**src/adcc_pkg.sv**
```systemverilog
// Purpose: constants, field layout and types of the converter control block
// Assumes: registers are 8-bit except the 12-bit limits, one per aligned 32-bit APB word
// Notes:   byte address of a register is four times its index
//
// How it works
// - wait modes keep block running, interrupts wake
// - halt modes stop block, no wake
// - flag and its enable raise interrupt
// - width code selects 12/10/8/6 bits
// - repeat bit restarts conversions back to back
// - start bit starts, self-clears after one tick
// - start during conversion is ignored
// - power bit zero means power-down
// - clock halver divides converter clock by two
// - trigger polarity: rise, fall or both
// - trigger source zero means software only
// - main channels sample time code table
// - extra channels use second sample field
// - monitored channel field, reset all ones
// - data-lost flag on unread result
// - window flag when monitored channel result outside limits
// - done flag, cleared by write, read, power-down
// - scan sets done flag after last channel
// - high byte holds upper result bits
// - reserved status and high bits read zero
// - low byte holds low result bits
// - limits compared, masked to selected width

package adcc_pkg;

    // ------------------------------------------------------------
    // register indices
    // ------------------------------------------------------------
    localparam logic [5:0] IDX_CONV_CONTROL = 6'h00;
    localparam logic [5:0] IDX_TRIG_TIMING = 6'h01;
    localparam logic [5:0] IDX_MON_SAMPLE = 6'h02;
    localparam logic [5:0] IDX_CONV_FLAGS = 6'h03;
    localparam logic [5:0] IDX_RESULT_HIGH = 6'h04;
    localparam logic [5:0] IDX_RESULT_LOW = 6'h05;
    localparam logic [5:0] IDX_UPPER_LIMIT = 6'h06;
    localparam logic [5:0] IDX_LOWER_LIMIT = 6'h07;

    // ------------------------------------------------------------
    // field positions
    // ------------------------------------------------------------
    localparam int CC_POWER = 0;
    localparam int CC_START = 1;
    localparam int CC_REPEAT = 2;
    localparam int CC_DONE_IE = 3;
    localparam int CC_WIN_IE = 4;
    localparam int CC_WIDTH_LO = 5;
    localparam int CC_LOST_IE = 7;
    localparam int TT_SMP_LO = 0;
    localparam int TT_SRC_LO = 3;
    localparam int TT_POL_LO = 5;
    localparam int TT_HALVE = 7;
    localparam int MS_MONITORED_CHANNEL_SELECT_LO = 0;
    localparam int MS_SMP_LO = 5;
    localparam int FL_DONE = 0;
    localparam int FL_WIN = 1;
    localparam int FL_LOST = 2;

    // ------------------------------------------------------------
    // reset values and codes
    // ------------------------------------------------------------
    localparam logic [7:0] RST_CONV_CONTROL = 8'h00;
    localparam logic [7:0] RST_TRIG_TIMING = 8'h00;
    localparam logic [7:0] RST_MON_SAMPLE = 8'h1f;
    localparam logic [11:0] RST_UPPER = 12'hfff;
    localparam logic [11:0] RST_LOWER = 12'h000;
    localparam logic [1:0] WID_12 = 2'h0;
    localparam logic [1:0] WID_10 = 2'h1;
    localparam logic [1:0] WID_8 = 2'h2;
    localparam logic [1:0] WID_6 = 2'h3;
    localparam logic [1:0] SRC_SOFT = 2'h0;
    localparam logic [1:0] POL_RISE = 2'h1;
    localparam logic [1:0] POL_FALL = 2'h2;
    localparam logic [1:0] POL_BOTH = 2'h3;
    localparam logic [4:0] FIRST_EXTRA_CH = 5'h18;

    // ------------------------------------------------------------
    // types
    // ------------------------------------------------------------
    typedef struct packed {
        logic psel;
        logic penable;
        logic pwrite;
        logic [7:0] paddr;
        logic [31:0] pwdata;
    } adcc_apb_req_t;

    typedef struct packed {
        logic done;
        logic last;
        logic [4:0] channel;
        logic [11:0] result;
    } adcc_core_in_t;

    // ------------------------------------------------------------
    // functions
    // ------------------------------------------------------------
    function automatic logic [7:0] reg_addr(input logic [5:0] idx);
        reg_addr = {idx, 2'h0};
    endfunction

    function automatic logic [8:0] sample_cycles(input logic [2:0] code);
        unique case (code)
            3'h0: sample_cycles = 9'h004;
            3'h1: sample_cycles = 9'h009;
            3'h2: sample_cycles = 9'h010;
            3'h3: sample_cycles = 9'h018;
            3'h4: sample_cycles = 9'h030;
            3'h5: sample_cycles = 9'h060;
            3'h6: sample_cycles = 9'h0c0;
            3'h7: sample_cycles = 9'h180;
        endcase
    endfunction

    function automatic logic [11:0] width_mask(input logic [1:0] w);
        unique case (w)
            WID_12: width_mask = 12'hfff;
            WID_10: width_mask = 12'h3ff;
            WID_8: width_mask = 12'h0ff;
            WID_6: width_mask = 12'h03f;
        endcase
    endfunction

endpackage

```
**src/adcc_sample_timer.sv**
```systemverilog
// Purpose: converter clock enable and sampling window counter
// Assumes: one system clock; converter clock is an enable pulse
// Notes:   counts converter ticks, not system cycles

`timescale 1ns/100ps
`default_nettype none

module adcc_sample_timer (
    // clock and reset
    input wire logic i_clk_sys,
    input wire logic i_srst,
    // control
    input wire logic i_halve,
    input wire logic i_run,
    input wire logic i_start,
    input wire logic [8:0] i_cycles,
    // status
    output logic o_tick,
    output logic o_done
);

    logic phase_reg;
    logic [8:0] count_reg;

    // ------------------------------------------------------------
    // converter clock enable
    // ------------------------------------------------------------
    always_ff @(posedge i_clk_sys) begin
        if (i_srst || !i_run) begin
            phase_reg <= 1'b0;
        end else begin
            phase_reg <= ~phase_reg;
        end
    end

    assign o_tick = i_run && (!i_halve || phase_reg);

    // ------------------------------------------------------------
    // sampling window
    // ------------------------------------------------------------
    always_ff @(posedge i_clk_sys) begin
        if (i_srst) begin
            count_reg <= 9'h000;
        end else if (i_start) begin
            count_reg <= i_cycles;
        end else if (o_tick && count_reg != 9'h000) begin
            count_reg <= count_reg - 9'h001;
        end
    end

    assign o_done = o_tick && count_reg == 9'h001 && !i_start;

endmodule

`default_nettype wire

```
**src/adcc_ctrl.sv**
```systemverilog
// Purpose: control, status and result registers of the converter
// Assumes: analog core and DMA on i_clk_sys; triggers are async pins
// Notes:   APB slave answers in the first access cycle
//
// Our own choice: the APB register port.

`timescale 1ns/100ps
`default_nettype none

module adcc_ctrl (
    // clock and reset
    input wire logic i_clk_sys,
    input wire logic i_srst,
    // apb slave
    input wire adcc_pkg::adcc_apb_req_t i_apb,
    output logic [31:0] o_prdata,
    output logic o_pready,
    output logic o_pslverr,
    // analog core
    input wire adcc_pkg::adcc_core_in_t i_core,
    input wire logic i_dma_read,
    output logic o_core_power,
    output logic [1:0] o_core_width,
    output logic o_core_sample,
    output logic o_core_convert,
    // external triggers
    input wire logic [2:0] i_ext_trig,
    // low power and interrupt
    input wire logic i_lp_wait,
    input wire logic i_lp_halt,
    output logic o_irq,
    output logic o_wake
);
    import adcc_pkg::*;

    typedef enum logic [1:0] {
        ST_IDLE,
        ST_SAMPLE,
        ST_CONVERT
    } adcc_state_t;

    // ------------------------------------------------------------
    // declarations
    // ------------------------------------------------------------
    logic [7:0] control_reg, timing_reg, monitor_reg;
    logic [7:0] high_byte, low_byte, rd_mux;
    logic [2:0] flags_reg, flags_next, smp_code;
    logic [2:0] trig_meta_reg, trig_sync_reg, trig_prev_reg;
    logic [3:0] trig_now, trig_then;
    logic [11:0] result_reg, upper_reg, lower_reg, mask, value;
    logic [5:0] acc_idx;
    adcc_state_t state_reg;
    logic unread_reg, setup, wr_acc, rd_acc, mapped, powered, run;
    logic tick, sample_done, begin_sample, trig_hit, trig_level;
    logic trig_old, busy, outside, watched, rd_low, finish, another;

    // ------------------------------------------------------------
    // bus decode
    // ------------------------------------------------------------
    assign setup = i_apb.psel && !i_apb.penable;
    assign wr_acc = i_apb.psel && i_apb.penable && o_pready && i_apb.pwrite
        && mapped;
    assign rd_acc = i_apb.psel && i_apb.penable && o_pready && !i_apb.pwrite
        && mapped;
    assign acc_idx = i_apb.paddr[7:2];
    assign mapped = i_apb.paddr[1:0] == 2'h0
        && acc_idx <= IDX_LOWER_LIMIT;
    assign rd_low = rd_acc && i_apb.paddr == reg_addr(IDX_RESULT_LOW);

    // ------------------------------------------------------------
    // derived controls
    // ------------------------------------------------------------
    assign powered = control_reg[CC_POWER];
    assign run = !i_lp_halt;
    assign busy = state_reg != ST_IDLE;
    assign mask = width_mask(control_reg[CC_WIDTH_LO +: 2]);
    assign value = i_core.result & mask;
    // the core reports the channel for the next window before it starts
    assign smp_code = (i_core.channel >= FIRST_EXTRA_CH)
        ? monitor_reg[MS_SMP_LO +: 3]
        : timing_reg[TT_SMP_LO +: 3];
    assign outside = value > (upper_reg & mask)
        || value < (lower_reg & mask);
    assign watched = i_core.channel == monitor_reg[MS_MONITORED_CHANNEL_SELECT_LO +: 5];
    assign finish = state_reg == ST_CONVERT && i_core.done && run;
    // later channels of a scan, or repeat mode, keep the core busy
    assign another = finish && powered
        && (!i_core.last || control_reg[CC_REPEAT]);
    assign begin_sample = (state_reg == ST_IDLE && tick && powered
        && control_reg[CC_START]) || another;

    // ------------------------------------------------------------
    // converter clock and sampling window
    // ------------------------------------------------------------
    adcc_sample_timer u_timer (
        .i_clk_sys(i_clk_sys),
        .i_srst(i_srst || !powered),
        .i_halve(timing_reg[TT_HALVE]),
        .i_run(run),
        .i_start(begin_sample),
        .i_cycles(sample_cycles(smp_code)),
        .o_tick(tick),
        .o_done(sample_done)
    );

    // ------------------------------------------------------------
    // trigger synchroniser and edge detect
    // ------------------------------------------------------------
    always_ff @(posedge i_clk_sys) begin
        if (i_srst) begin
            trig_meta_reg <= 3'h0;
            trig_sync_reg <= 3'h0;
            trig_prev_reg <= 3'h0;
        end else begin
            trig_meta_reg <= i_ext_trig;
            trig_sync_reg <= trig_meta_reg;
            trig_prev_reg <= trig_sync_reg;
        end
    end

    // lane 0 is constant low: source code 00 never triggers
    assign trig_now = {trig_sync_reg, 1'b0};
    assign trig_then = {trig_prev_reg, 1'b0};
    assign trig_level = trig_now[timing_reg[TT_SRC_LO +: 2]];
    assign trig_old = trig_then[timing_reg[TT_SRC_LO +: 2]];

    always_comb begin
        unique case (timing_reg[TT_POL_LO +: 2])
            POL_RISE: trig_hit = trig_level && !trig_old;
            POL_FALL: trig_hit = !trig_level && trig_old;
            POL_BOTH: trig_hit = trig_level != trig_old;
            default: trig_hit = 1'b0;
        endcase
    end

    // ------------------------------------------------------------
    // conversion control register
    // ------------------------------------------------------------
    always_ff @(posedge i_clk_sys) begin
        if (i_srst) begin
            control_reg <= RST_CONV_CONTROL;
        end else begin
            if (wr_acc && acc_idx == IDX_CONV_CONTROL) begin
                control_reg <= i_apb.pwdata[7:0];
                // a start while busy is dropped, never queued
                control_reg[CC_START] <= i_apb.pwdata[CC_START]
                    && !busy && run;
            end else if (trig_hit && !busy && run && powered) begin
                control_reg[CC_START] <= 1'b1;
            end else if (tick) begin
                control_reg[CC_START] <= 1'b0;
            end
        end
    end

    // ------------------------------------------------------------
    // configuration registers
    // ------------------------------------------------------------
    always_ff @(posedge i_clk_sys) begin
        if (i_srst) begin
            timing_reg <= RST_TRIG_TIMING;
            monitor_reg <= RST_MON_SAMPLE;
            upper_reg <= RST_UPPER;
            lower_reg <= RST_LOWER;
        end else if (wr_acc) begin
            // sample fields are not guarded while busy
            if (acc_idx == IDX_TRIG_TIMING) begin
                timing_reg <= i_apb.pwdata[7:0];
            end
            if (acc_idx == IDX_MON_SAMPLE) begin
                monitor_reg <= i_apb.pwdata[7:0];
            end
            if (acc_idx == IDX_UPPER_LIMIT) begin
                upper_reg <= i_apb.pwdata[11:0];
            end
            if (acc_idx == IDX_LOWER_LIMIT) begin
                lower_reg <= i_apb.pwdata[11:0];
            end
        end
    end

    // ------------------------------------------------------------
    // sequencer
    // ------------------------------------------------------------
    always_ff @(posedge i_clk_sys) begin
        if (i_srst || !powered) begin
            state_reg <= ST_IDLE;
            o_core_sample <= 1'b0;
            o_core_convert <= 1'b0;
        end else begin
            o_core_convert <= 1'b0;
            unique case (state_reg)
                ST_IDLE: begin
                    if (begin_sample) begin
                        state_reg <= ST_SAMPLE;
                        o_core_sample <= 1'b1;
                    end
                end
                ST_SAMPLE: begin
                    if (sample_done) begin
                        state_reg <= ST_CONVERT;
                        o_core_sample <= 1'b0;
                        o_core_convert <= 1'b1;
                    end
                end
                ST_CONVERT: begin
                    if (another) begin
                        state_reg <= ST_SAMPLE;
                        o_core_sample <= 1'b1;
                    end else if (finish) begin
                        state_reg <= ST_IDLE;
                    end
                end
            endcase
        end
    end

    // ------------------------------------------------------------
    // result and unread tracking
    // ------------------------------------------------------------
    always_ff @(posedge i_clk_sys) begin
        if (i_srst) begin
            result_reg <= 12'h000;
        end else if (finish) begin
            result_reg <= value;
        end
    end

    always_ff @(posedge i_clk_sys) begin
        if (i_srst || !powered) begin
            unread_reg <= 1'b0;
        end else if (finish) begin
            unread_reg <= 1'b1;
        end else if (i_dma_read || rd_low) begin
            unread_reg <= 1'b0;
        end
    end

    // ------------------------------------------------------------
    // status flags
    // ------------------------------------------------------------
    always_comb begin
        flags_next = flags_reg;
        if (wr_acc && acc_idx == IDX_CONV_FLAGS) begin
            // ones written leave a flag as it is
            flags_next = flags_reg & i_apb.pwdata[2:0];
        end
        if (rd_low) begin
            flags_next[FL_DONE] = 1'b0;
        end
        // hardware set placed last so it wins over any clear
        if (finish && i_core.last) begin
            flags_next[FL_DONE] = 1'b1;
        end
        if (finish && watched && outside) begin
            flags_next[FL_WIN] = 1'b1;
        end
        if (finish && unread_reg && !i_dma_read) begin
            flags_next[FL_LOST] = 1'b1;
        end
    end

    always_ff @(posedge i_clk_sys) begin
        if (i_srst || !powered) begin
            flags_reg <= 3'h0;
        end else begin
            flags_reg <= flags_next;
        end
    end

    // ------------------------------------------------------------
    // interrupt and wake
    // ------------------------------------------------------------
    always_ff @(posedge i_clk_sys) begin
        if (i_srst) begin
            o_irq <= 1'b0;
            o_wake <= 1'b0;
        end else begin
            o_irq <= run && ((flags_reg[FL_DONE] && control_reg[CC_DONE_IE])
                || (flags_reg[FL_WIN] && control_reg[CC_WIN_IE])
                || (flags_reg[FL_LOST] && control_reg[CC_LOST_IE]));
            o_wake <= o_irq && i_lp_wait && run;
        end
    end

    // ------------------------------------------------------------
    // core drive
    // ------------------------------------------------------------
    always_ff @(posedge i_clk_sys) begin
        if (i_srst) begin
            o_core_power <= 1'b0;
            o_core_width <= WID_12;
        end else begin
            o_core_power <= powered;
            o_core_width <= control_reg[CC_WIDTH_LO +: 2];
        end
    end

    // ------------------------------------------------------------
    // read data
    // ------------------------------------------------------------
    always_comb begin
        unique case (control_reg[CC_WIDTH_LO +: 2])
            WID_12: high_byte = {4'h0, result_reg[11:8]};
            WID_10: high_byte = {6'h00, result_reg[9:8]};
            default: high_byte = 8'h00;
        endcase
        low_byte = (control_reg[CC_WIDTH_LO +: 2] == WID_6)
            ? {2'h0, result_reg[5:0]} : result_reg[7:0];
    end

    always_comb begin
        unique case (acc_idx)
            IDX_CONV_CONTROL: rd_mux = control_reg;
            IDX_TRIG_TIMING: rd_mux = timing_reg;
            IDX_MON_SAMPLE: rd_mux = monitor_reg;
            IDX_CONV_FLAGS: rd_mux = {5'h00, flags_reg};
            IDX_RESULT_HIGH: rd_mux = high_byte;
            IDX_RESULT_LOW: rd_mux = low_byte;
            default: rd_mux = 8'h00;
        endcase
    end

    // ------------------------------------------------------------
    // apb answer, one wait-free access cycle
    // ------------------------------------------------------------
    always_ff @(posedge i_clk_sys) begin
        if (i_srst) begin
            o_pready <= 1'b0;
            o_pslverr <= 1'b0;
            o_prdata <= 32'h0000_0000;
        end else begin
            o_pready <= setup;
            o_pslverr <= setup && !mapped;
            if (setup) begin
                if (!mapped) begin
                    o_prdata <= 32'h0000_0000;
                end else if (acc_idx == IDX_UPPER_LIMIT) begin
                    o_prdata <= {20'h00000, upper_reg};
                end else if (acc_idx == IDX_LOWER_LIMIT) begin
                    o_prdata <= {20'h00000, lower_reg};
                end else begin
                    o_prdata <= {24'h000000, rd_mux};
                end
            end
        end
    end

endmodule

`default_nettype wire

```
**config.mk**
```make
export PLATFORM = sky130hd
export DESIGN_NAME = adcc_ctrl
export DESIGN_NICKNAME = d
export VERILOG_FILES = /design/src/adcc_pkg.sv /design/src/adcc_sample_timer.sv /design/src/adcc_ctrl.sv
export SDC_FILE = /design/constraint.sdc
export NUM_CORES = 1
export LEC_CHECK = 0
export BUFFER_PORTS_ARGS = -buffer_cell sky130_fd_sc_hd__buf_2
export CAP_MARGIN = 20
export CORE_ASPECT_RATIO = 0.5
export CORE_MARGIN = 3
export CORE_UTILIZATION = 52
export CTS_BUF_LIST = sky130_fd_sc_hd__clkbuf_8
export CTS_CLUSTER_DIAMETER = 30
export DETAILED_ROUTE_END_ITERATION = 10
export PLACE_DENSITY = 0.83
export SETUP_SLACK_MARGIN = 0.4
export SLEW_MARGIN = 10
export SYNTH_ARGS = -nofsm -noshare
export SYNTH_HDL_FRONTEND = slang
export SYNTH_HIERARCHICAL = 1
export SYNTH_SLANG_ARGS = --single-unit
```
**constraint.sdc**
```tcl
create_clock -name i_clk_sys -period 2.1 [get_ports i_clk_sys]
set_clock_uncertainty 0.05 [all_clocks]
set_input_delay 0.105 -clock i_clk_sys [delete_from_list [all_inputs] [get_ports i_clk_sys]]
set_output_delay 0.105 -clock i_clk_sys [all_outputs]
set_load 0.005 [all_outputs]
```
==> flow_summary.toml, run 1 <==
[route]
routedWlPerCell_um = 17.9
drt_iter0_markers = 558
drc = 0
drtPass1Iterations = 5
num_vias = 5635
vias_per_cell = 5.93
postRouteAntennaNets = 0
drt_wl_total_um = 17000

[worst_setup_path]
worstSetupPathType = "reg -> reg"
cp_data_required_time_ps = 2290
max_stage_delay_ps = 380
crit_slowest_cell = "dfxtp_4"
path_buf_inv = 2
setup.worst_path.start_class = "register"
crit_family = "compound AO/OA/AOI/OAI gates"
cp-end-kind = "register"
crit_fanout = 3
path_cells = "mux2_4 -> a22oi_2 -> inv_2 -> ha_4 -> inv_2 -> mux2i_1 -> nand2_1 -> o21ai_2 -> a311oi_2 -> nor3_1"
cp.arrival_ps = 2140
cp_common_cell = "inv_2"

[timing]
period_minus_slack_ps = 1950
post-route-period-util_pct = 92.8
setup_violations = 0
slew_headroom_pct = 38.0
tns_ps = 0
hold_viol = 0
hold_ws_ps = 32.0
worst_slew_pin_slew_ps = 929
fmax_mhz = 513
slew_viol_final = 0
rsz0062_at_grt = "yes"
setup_ws_ps = 151

[grt]
grt_usage_pct = 25.6
grt_max_degree = 89
grt_first_pass_wirelength_um = 25300
grt_antenna_before_repair = 0
gr-total-overflow = 0
grt_pass1_vias = 5058

[power]
total_leakage_power_nw = 2.86
ir_worst_vdd_uv = 348
p_per_area_nw_per_um2 = 511

[clock_network]
h-tree-depth = 3
clk_pin_slew_ps = 100
cts_sinks = 106
cts_root_buffer = "clkbuf_8"
cts_buffers = 9
cts_tree = "yes"
clockBufferDepth = 2
clk_latency_ps = 390

[synthesis]
synthFlopType = "dfxtp_1"
post_synth_num_cell_types = 69
synth_edf_count = 0
syn_area_um2 = 5740
synthArstFlopShare_pct = 0
ys_seq_area_share_pct = 37.0
netlist_instances = 685
synth.avg_cell_area_um2 = 8.37
synth_seq_cells = 106
yosys_warnings = 6

[placed_design]
finalWeightedCongestion = 0.931
dp_cells = 885
pre_cts_ws_ps = 49.7
hpwl_um = 11700
place_area_um2 = 6330
numPortBuffers = 70

[die]
ios = 111
dieArea_um2 = 12400
die_w_um = 155
core.rowCount = 26
die_h_um = 80.3
start_util_pct = 54.8
core_area_um2 = 10500

[cells_and_area]
finalInstanceArea_um2 = 7250
post_route_cells_drive_above_1_share_pct = 26.9
final_cell_count_no_fill = 951
fillCellCount = 795
nets = 903
area_growth_pct = 26.4
antenna_cells = 0

[min_path]
hold_class = "in -> reg"

[flow_run]
cap_violations = 0

[outcome]
status = "finished, final reports clean"
path summary, 6_finish.rpt:
path              slack, ps              start  depth (start not counted)           endpoint
hold / removal           30          i_apb[41]                          4        o_prdata[5]
hold reg to reg         360  u_timer/phase_reg                          1  u_timer/phase_reg
setup / recovery        150      timing_reg[4]                         10     control_reg[1]
setup reg to reg        150      timing_reg[4]                         10     control_reg[1]
through the flow:
step           util, %  power [mW]
2_1_floorplan        -        2.24
3_3_place_gp      60.5        2.34
3_5_place_dp      60.5        2.34
4_1_cts           66.8        3.70
5_1_grt           69.2        3.83
6_report          69.2        3.70
final cells by class:
type                            count  area (um2)  area share (%)
Multi-Input combinational cell    517        3590            49.6
Sequential cell                   106        2150            29.6
Timing Repair Buffer              141         998            13.8
Tap cell                          140         175            2.42
Clock buffer                        9         124            1.71
Inverter                           30         120            1.66
Clock inverter                      7        85.1            1.17
Timing Repair inverter              1        7.51           0.104
per-layer routing:
layer	share of wire (%)	global-route usage, %	wire (um)
met1	42	33.8	7090
met5	0	0	0
met4	2.7	8.55	459
met3	10	6.19	1700
met2	45	41.4	7720
worst reg2reg max path, delay by kind of cell, from the launching register on:
kind | cells | cell delay (ps)
muxes | 2 | 370
DFF | 1 | 380
and+or+nand+nor | 2 | 150
buffers and inverters | 2 | 120
adders and majority gates | 1 | 170
AOI/OAI and AO/OA | 3 | 570
cell usage in the layout (no fill, tap or decap), drive strengths merged, types with 5 or more instances in the layout:
master,netlist,routed
nand3,15,15
mux2i,21,21
nor2,57,57
nor2b,34,34
ha,27,27
o211ai,5,5
o21ai,20,20
a22o,5,5
a21oi,66,66
nor4,5,5
a22oi,9,9
dlygate4sd3,0,27
conb,1,21
a211oi,6,6
nor3,13,13
buf,28,114
xnor2,5,5
nand2b,10,10
inv,29,33
a211o,20,20
clkbuf,24,9
nand2,96,96
mux2,5,5
dfxtp,106,106
and2,7,7
synthesized netlist by cell type, drive strengths merged, types with 5 or more instances:
| cell | count | area [um2] |
|---|---|---|
| a22o | 5 | 43.8 |
| buf | 28 | 213 |
| mux2i | 21 | 210 |
| mux2 | 5 | 56.3 |
| clkbuf | 24 | 90.1 |
| nor3 | 13 | 104 |
| nand2 | 96 | 360 |
| o211ai | 5 | 37.5 |
| a211o | 20 | 175 |
| xnor2 | 5 | 43.8 |
| dfxtp | 106 | 2120 |
| a211oi | 6 | 45.0 |
| nor4 | 5 | 52.6 |
| and2 | 7 | 43.8 |
| nand3 | 15 | 75.1 |
| inv | 29 | 109 |
| ha | 27 | 338 |
| nand2b | 10 | 62.6 |
| nor2b | 34 | 220 |
| nor2 | 57 | 226 |
| o21ai | 20 | 100 |
| a21oi | 66 | 330 |
| a22oi | 9 | 67.6 |
logic make-up (layout without fill, tap and decap cells):
family	Yosys count	after routing	share of synthesized area, %
other	1	21	0.0654
AO/OA/AOI/OAI	170	170	19.7
multiplexers	26	26	4.65
AND/OR/NAND/NOR	264	264	24.0
XOR/XNOR	9	9	1.37
flip-flops	106	106	37.0
buffers and inverters	82	188	7.24
adder cells (fa/ha/maj)	27	27	5.89
timing repair:
| action | CTS | global route |
|---|---|---|
| hold endpoints to repair | 48 | 0 |
| buffers inserted | 10 | 12 |
| pin swaps | 19 | 22 |
| gates resized for setup | 29 | 38 |
| endpoints found under the setup margin | 20 | 24 |
| gates cloned | 1 | 0 |
| hold buffers | 27 | 0 |
report_power, final:
group / internal, mW / switching, mW
clock network: 0.575 / 0.772
logic: 0.143 / 0.198
registers: 2.01 / 0.00326
(Power assumes the default switching activity.)
==> run 2: changes to the inputs <==
--- a/config.mk
+++ b/config.mk
@@ -5,7 +5,7 @@
 export SDC_FILE = /design/constraint.sdc
 export NUM_CORES = 1
 export LEC_CHECK = 0
-export BUFFER_PORTS_ARGS = -buffer_cell sky130_fd_sc_hd__buf_2
+export BUFFER_PORTS_ARGS = -buffer_cell sky130_fd_sc_hd__clkbuf_2
 export CAP_MARGIN = 20
 export CORE_ASPECT_RATIO = 0.5
 export CORE_MARGIN = 3
==> run 2 against run 1 <==
Effect of this change:
- non-clock buffer count is 8 lower
- cell count is 0.84% lower
- clock power down 13%
- critical path type unchanged
- flip-flop and latch count unchanged
- register-to-register slack gained 50 ps
- highest routed layer unchanged
- largest cell class unchanged
- die area stayed put
- worst setup slack improved by 48 ps
- hold slack worse by 2.7 ps
- count of clock-buffer cells in the layout is the same
==> flow_summary.toml, run 2 (same netlist as run 1, synthesis figures left out) <==
[timing]
setup_ws_ps = 199
hold_ws_ps = 29.4
worst_slew_pin_slew_ps = 918
slew_headroom_pct = 38.8
period_minus_slack_ps = 1900
rsz0062_at_grt = "yes"
slew_viol_final = 0
setup_violations = 0
fmax_mhz = 526
tns_ps = 0
hold_viol = 0
post-route-period-util_pct = 90.5

[die]
core_area_um2 = 10500
start_util_pct = 54.8
core.rowCount = 26
dieArea_um2 = 12400
die_w_um = 155
ios = 111
die_h_um = 80.3

[min_path]
min_from = "i_apb[6]"
hold_class = "in -> reg"
whs_path_depth = 3
whs_endpoint = "lower_reg[6]"

[outcome]
status = "finished, final reports clean"

[route]
drt_wl_total_um = 16300
vias_per_cell = 5.85
drtPass1Iterations = 5
num_vias = 5512
drc = 0
postRouteAntennaNets = 0
drt_iter0_markers = 550
routedWlPerCell_um = 17.3

[worst_setup_path]
r2r_cells = 8
worstSetupPathType = "reg -> reg"
cp_data_required_time_ps = 2310
cp-end-kind = "register"
crit_slowest_cell = "dfxtp_4"
crit_fanout = 7
cp.arrival_ps = 2110
path_cells = "inv_1 -> nand2_1 -> ha_1 -> o2111ai_2 -> a211oi_2 -> a211o_1 -> a31o_2 -> nand3_1"
rrSetupSlack_ps = 200
max_stage_delay_ps = 410
worstReg2RegStart = "control_reg[6]"
setup.worst_path.start_class = "register"
reg2reg_to = "flags_reg[1]"

[clock_network]
clk_pin_slew_ps = 110
h-tree-depth = 3
cts_root_buffer = "clkbuf_8"
cts_sinks = 106
cts_buffers = 9
clk_latency_ps = 380
cts_tree = "yes"
clockBufferDepth = 2

[cells_and_area]
final_common_cell = "dfxtp_1"
area_growth_pct = 23.3
final_cell_count_no_fill = 943
nets = 895
post_route_cells_drive_above_1_share_pct = 25.8
antenna_cells = 0
finalInstanceArea_um2 = 7070
utilization_pct = 67.5
final_cell_mix = "dfxtp_1 (95), nand2_1 (92), clkbuf_2 (70)"

[power]
p_per_area_nw_per_um2 = 499
totalPowerFinal_mw = 3.53
ir_worst_vdd_uv = 258
total_leakage_power_nw = 2.76

[grt]
gr-total-overflow = 0
grt_pass1_vias = 5105
grt_max_degree = 89
grt_first_pass_wirelength_um = 25500
grt_antenna_before_repair = 0
grt_usage_pct = 25.7

[placed_design]
hpwl_um = 11700
finalWeightedCongestion = 0.940
place_area_um2 = 6350
pre_cts_ws_ps = 86.1
dp_cells = 887
numPortBuffers = 70

[flow_run]
cap_violations = 0
run 2: layout make-up:
cell class	instances	area [um2]
Timing Repair inverter	1	7.51
Fill cell	862	3400
Tap cell	140	175
Timing Repair Buffer	133	911
Inverter	30	119
Clock buffer	9	124
Sequential cell	106	2140
Clock inverter	7	51.3
Multi-Input combinational cell	517	3540
run 2: critical path, delay by kind of cell (launching register included):
kind,cells,cell delay [ps]
AO/OA/AOI/OAI,4,670
adder cells (fa/ha/maj),1,300
buffers and inverters,1,190
flip-flops,1,410
AND/OR/NAND/NOR,2,160
run 2: where the power goes:
| group | internal, mW | leakage [nW] | switching, mW | total, mW |
|---|---|---|---|---|
| Sequential | 2.01 | 0.862 | 0.00322 | 2.02 |
| Combinational | 0.138 | 1.81 | 0.194 | 0.332 |
| Clock | 0.438 | 0.0860 | 0.739 | 1.18 |
| Total | 2.59 | 2.76 | 0.936 | 3.53 |
run 2: how the worst max path moves through the flow:
stage                         startpoint        endpoint  slack [ps]  depth (start not counted)
after floorplan           control_reg[6]    flags_reg[1]         290                          9
after global placement    control_reg[5]    flags_reg[1]         100                          8
after detailed placement   timing_reg[4]  control_reg[1]          90                          9
after CTS                  timing_reg[4]  control_reg[1]         200                          9
after global routing       timing_reg[4]  control_reg[1]          90                          9
final                     control_reg[6]    flags_reg[1]         200                          8
run 2: what timing repair did:
| action | 4_1_cts | 5_1_grt |
|---|---|---|
| cloned | 1 | 0 |
| setup endpoints to repair | 19 | 34 |
| endpoints found under the hold margin | 36 | 0 |
| gates resized for setup | 27 | 24 |
| hold buffers | 24 | 0 |
| buffers inserted | 10 | 5 |
| pin swaps | 19 | 11 |
run 2: layer usage:
| metal | vias to the layer above | global-route usage [%] | wire, um | part of all wire [%] |
|---|---|---|---|---|
| met5 | - | 0 | 0 | 0 |
| met4 | 0 | 6.52 | 309 | 1.9 |
| met3 | 31 | 5.22 | 1470 | 9.1 |
| met2 | 263 | 42.9 | 7490 | 46 |
| met1 | 2601 | 34.4 | 7000 | 43 |
| li1 | 2617 | - | - | - |
==> run 3: changes to the inputs <==
--- a/config.mk
+++ b/config.mk
@@ -7,13 +7,15 @@
 export LEC_CHECK = 0
 export BUFFER_PORTS_ARGS = -buffer_cell sky130_fd_sc_hd__clkbuf_2
 export CAP_MARGIN = 20
+export CELL_PAD_IN_SITES_DETAIL_PLACEMENT = 0
+export CELL_PAD_IN_SITES_GLOBAL_PLACEMENT = 1
 export CORE_ASPECT_RATIO = 0.5
 export CORE_MARGIN = 3
-export CORE_UTILIZATION = 52
+export CORE_UTILIZATION = 38
 export CTS_BUF_LIST = sky130_fd_sc_hd__clkbuf_8
 export CTS_CLUSTER_DIAMETER = 30
 export DETAILED_ROUTE_END_ITERATION = 10
-export PLACE_DENSITY = 0.83
+export PLACE_DENSITY = 0.82
 export SETUP_SLACK_MARGIN = 0.4
 export SLEW_MARGIN = 10
 export SYNTH_ARGS = -nofsm -noshare
==> run 3 against run 2 <==
Effect of this change:
- critical path depth up 1
- hold slack got worse by 7.7 ps
- clock power is 7% higher
- sequential power barely moved
- first-iteration DRC count down 19%
- combinational power is 3% higher
- utilization fell by 18 points
- largest cell class unchanged
==> flow_summary.toml, run 3 (same netlist as run 1, synthesis figures left out) <==
[placed_design]
finalWeightedCongestion = 0.893
pre_cts_ws_ps = 69.2
numPortBuffers = 70
dp_cells = 952
hpwl_um = 12400

[die]
core.rowCount = 31
core_area_um2 = 14600
start_util_pct = 39.2
ios = 111
die_w_um = 180
die_h_um = 92.9
dieArea_um2 = 16700

[grt]
grt_pass1_vias = 4995
grt_first_pass_wirelength_um = 26800
grt_usage_pct = 20.2
gr-total-overflow = 0
grt_antenna_before_repair = 0
grt_max_degree = 89

[outcome]
status = "finished, final reports clean"

[cells_and_area]
final_cell_count_no_fill = 1011
post_route_cells_drive_above_1_share_pct = 27.7
antenna_cells = 0
nets = 905
area_growth_pct = 27.0
final_common_cell = "dfxtp_1"
final_cell_mix = "dfxtp_1 (93), nand2_1 (92), clkbuf_2 (69)"

[worst_setup_path]
path_buf_inv = 1
cp_data_required_time_ps = 2350
setup.worst_path.start_class = "register"
max_stage_delay_ps = 380
worstSetupPathType = "reg -> reg"
crit_fanout = 3
cp.arrival_ps = 2200
worstReg2RegStart = "timing_reg[4]"
crit_family = "multiplexers"
crit_slowest_cell = "dfxtp_2"
cp-startpoint = "timing_reg[4]"
path_cells = "mux2_4 -> a22oi_2 -> inv_1 -> ha_1 -> mux2i_1 -> nand2_1 -> o21ai_4 -> a311oi_2 -> nor3_1"
cp-end-kind = "register"

[power]
p_per_area_nw_per_um2 = 497
totalPowerFinal_mw = 3.62
ir_worst_vdd_uv = 272
total_leakage_power_nw = 2.83

[timing]
period_minus_slack_ps = 1960
fmax_mhz = 511
rsz0062_at_grt = "yes"
hold_viol = 0
hold_ws_ps = 21.7
worst_slew_pin_slew_ps = 563
post-route-period-util_pct = 93.2
setup_violations = 0
tns_ps = 0
setup_ws_ps = 143
slew_viol_final = 0
slew_headroom_pct = 61.4

[min_path]
hold_class = "in -> reg"
min_from = "i_apb[3]"

[clock_network]
cts_tree = "yes"
h-tree-depth = 3
cts_buffers = 9
cts_sinks = 106
clk_latency_ps = 380
cts_root_buffer = "clkbuf_8"
clockBufferDepth = 2
clk_pin_slew_ps = 120

[route]
drc = 0
routedWlPerCell_um = 16.9
postRouteAntennaNets = 0
drt_wl_total_um = 17000
drt_iter0_markers = 445
num_vias = 5426
vias_per_cell = 5.37
drtPass1Iterations = 5

[flow_run]
cap_violations = 0
## run 3: cell count changes in the layout (fill, tap and decap cells not counted), moves of 2 or more
cell,before,now
dfxtp_1,95,93
a311oi_2,0,2
buf_4,34,43
clkinv_2,3,0
inv_6,2,4
a311oi_1,3,1
inv_8,0,2
ha_4,4,2
## run 3: what timing repair did
item                                    CTS  global route
endpoints found under the hold margin    35             0
buffers inserted                         12             6
endpoints found under the setup margin   19            33
gates resized for setup                  26            35
gates cloned                              1             0
hold buffers                             24             0
pin swaps                                11             8
## run 3: layout make-up
type / instances / area (um2)
Timing Repair Buffer: 143 / 997
Multi-Input combinational cell: 517 / 3580
Clock buffer: 9 / 124
Clock inverter: 7 / 65.1
Inverter: 30 / 118
Tap cell: 198 / 248
Timing Repair inverter: 1 / 7.51
Sequential cell: 106 / 2150
Fill cell: 1415 / 7340
## run 3: power breakdown
group          total (mW)  internal, mW  switching (mW)
clock                1.26         0.466           0.795
combinational       0.341         0.144           0.197
sequential           2.02          2.01         0.00328
total                3.62          2.62           0.995
## run 3: layer usage
| metal | global-route usage (%) | part of all wire [%] | up-vias |
|---|---|---|---|
| met1 | 27.8 | 46 | 2571 |
| met3 | 4.75 | 7.4 | 18 |
| li1 | - | - | 2632 |
| met4 | 4.89 | 1.2 | 0 |
| met5 | 0 | 0 | - |
| met2 | 32.2 | 45 | 205 |
## run 3: worst reg2reg max path, stage by stage, from the launching register on
cell and delay [ps]:
dfxtp_2 380, mux2_4 310, a22oi_2 180, inv_1 70
ha_1 270, mux2i_1 130, nand2_1 110, o21ai_4 110
a311oi_2 120, nor3_1 160
## run 3: final timing paths
kind	endpoint	slack, ps	depth (start not counted)
setup / recovery	control_reg[1]	140	9
hold / removal	lower_reg[3]	20	3
setup reg to reg	control_reg[1]	140	9
hold reg to reg	u_timer/phase_reg	360	1
## run 3: per-stage QoR
| stage | util (%) | cell area, um2 |
|---|---|---|
| CTS | 48.5 | 7090 |
| global placement | 44.4 | 6490 |
| floorplan | - | 5960 |
| detailed placement | 44.4 | 6490 |
| finish | 49.8 | 7280 |
| global route | 49.8 | 7280 |
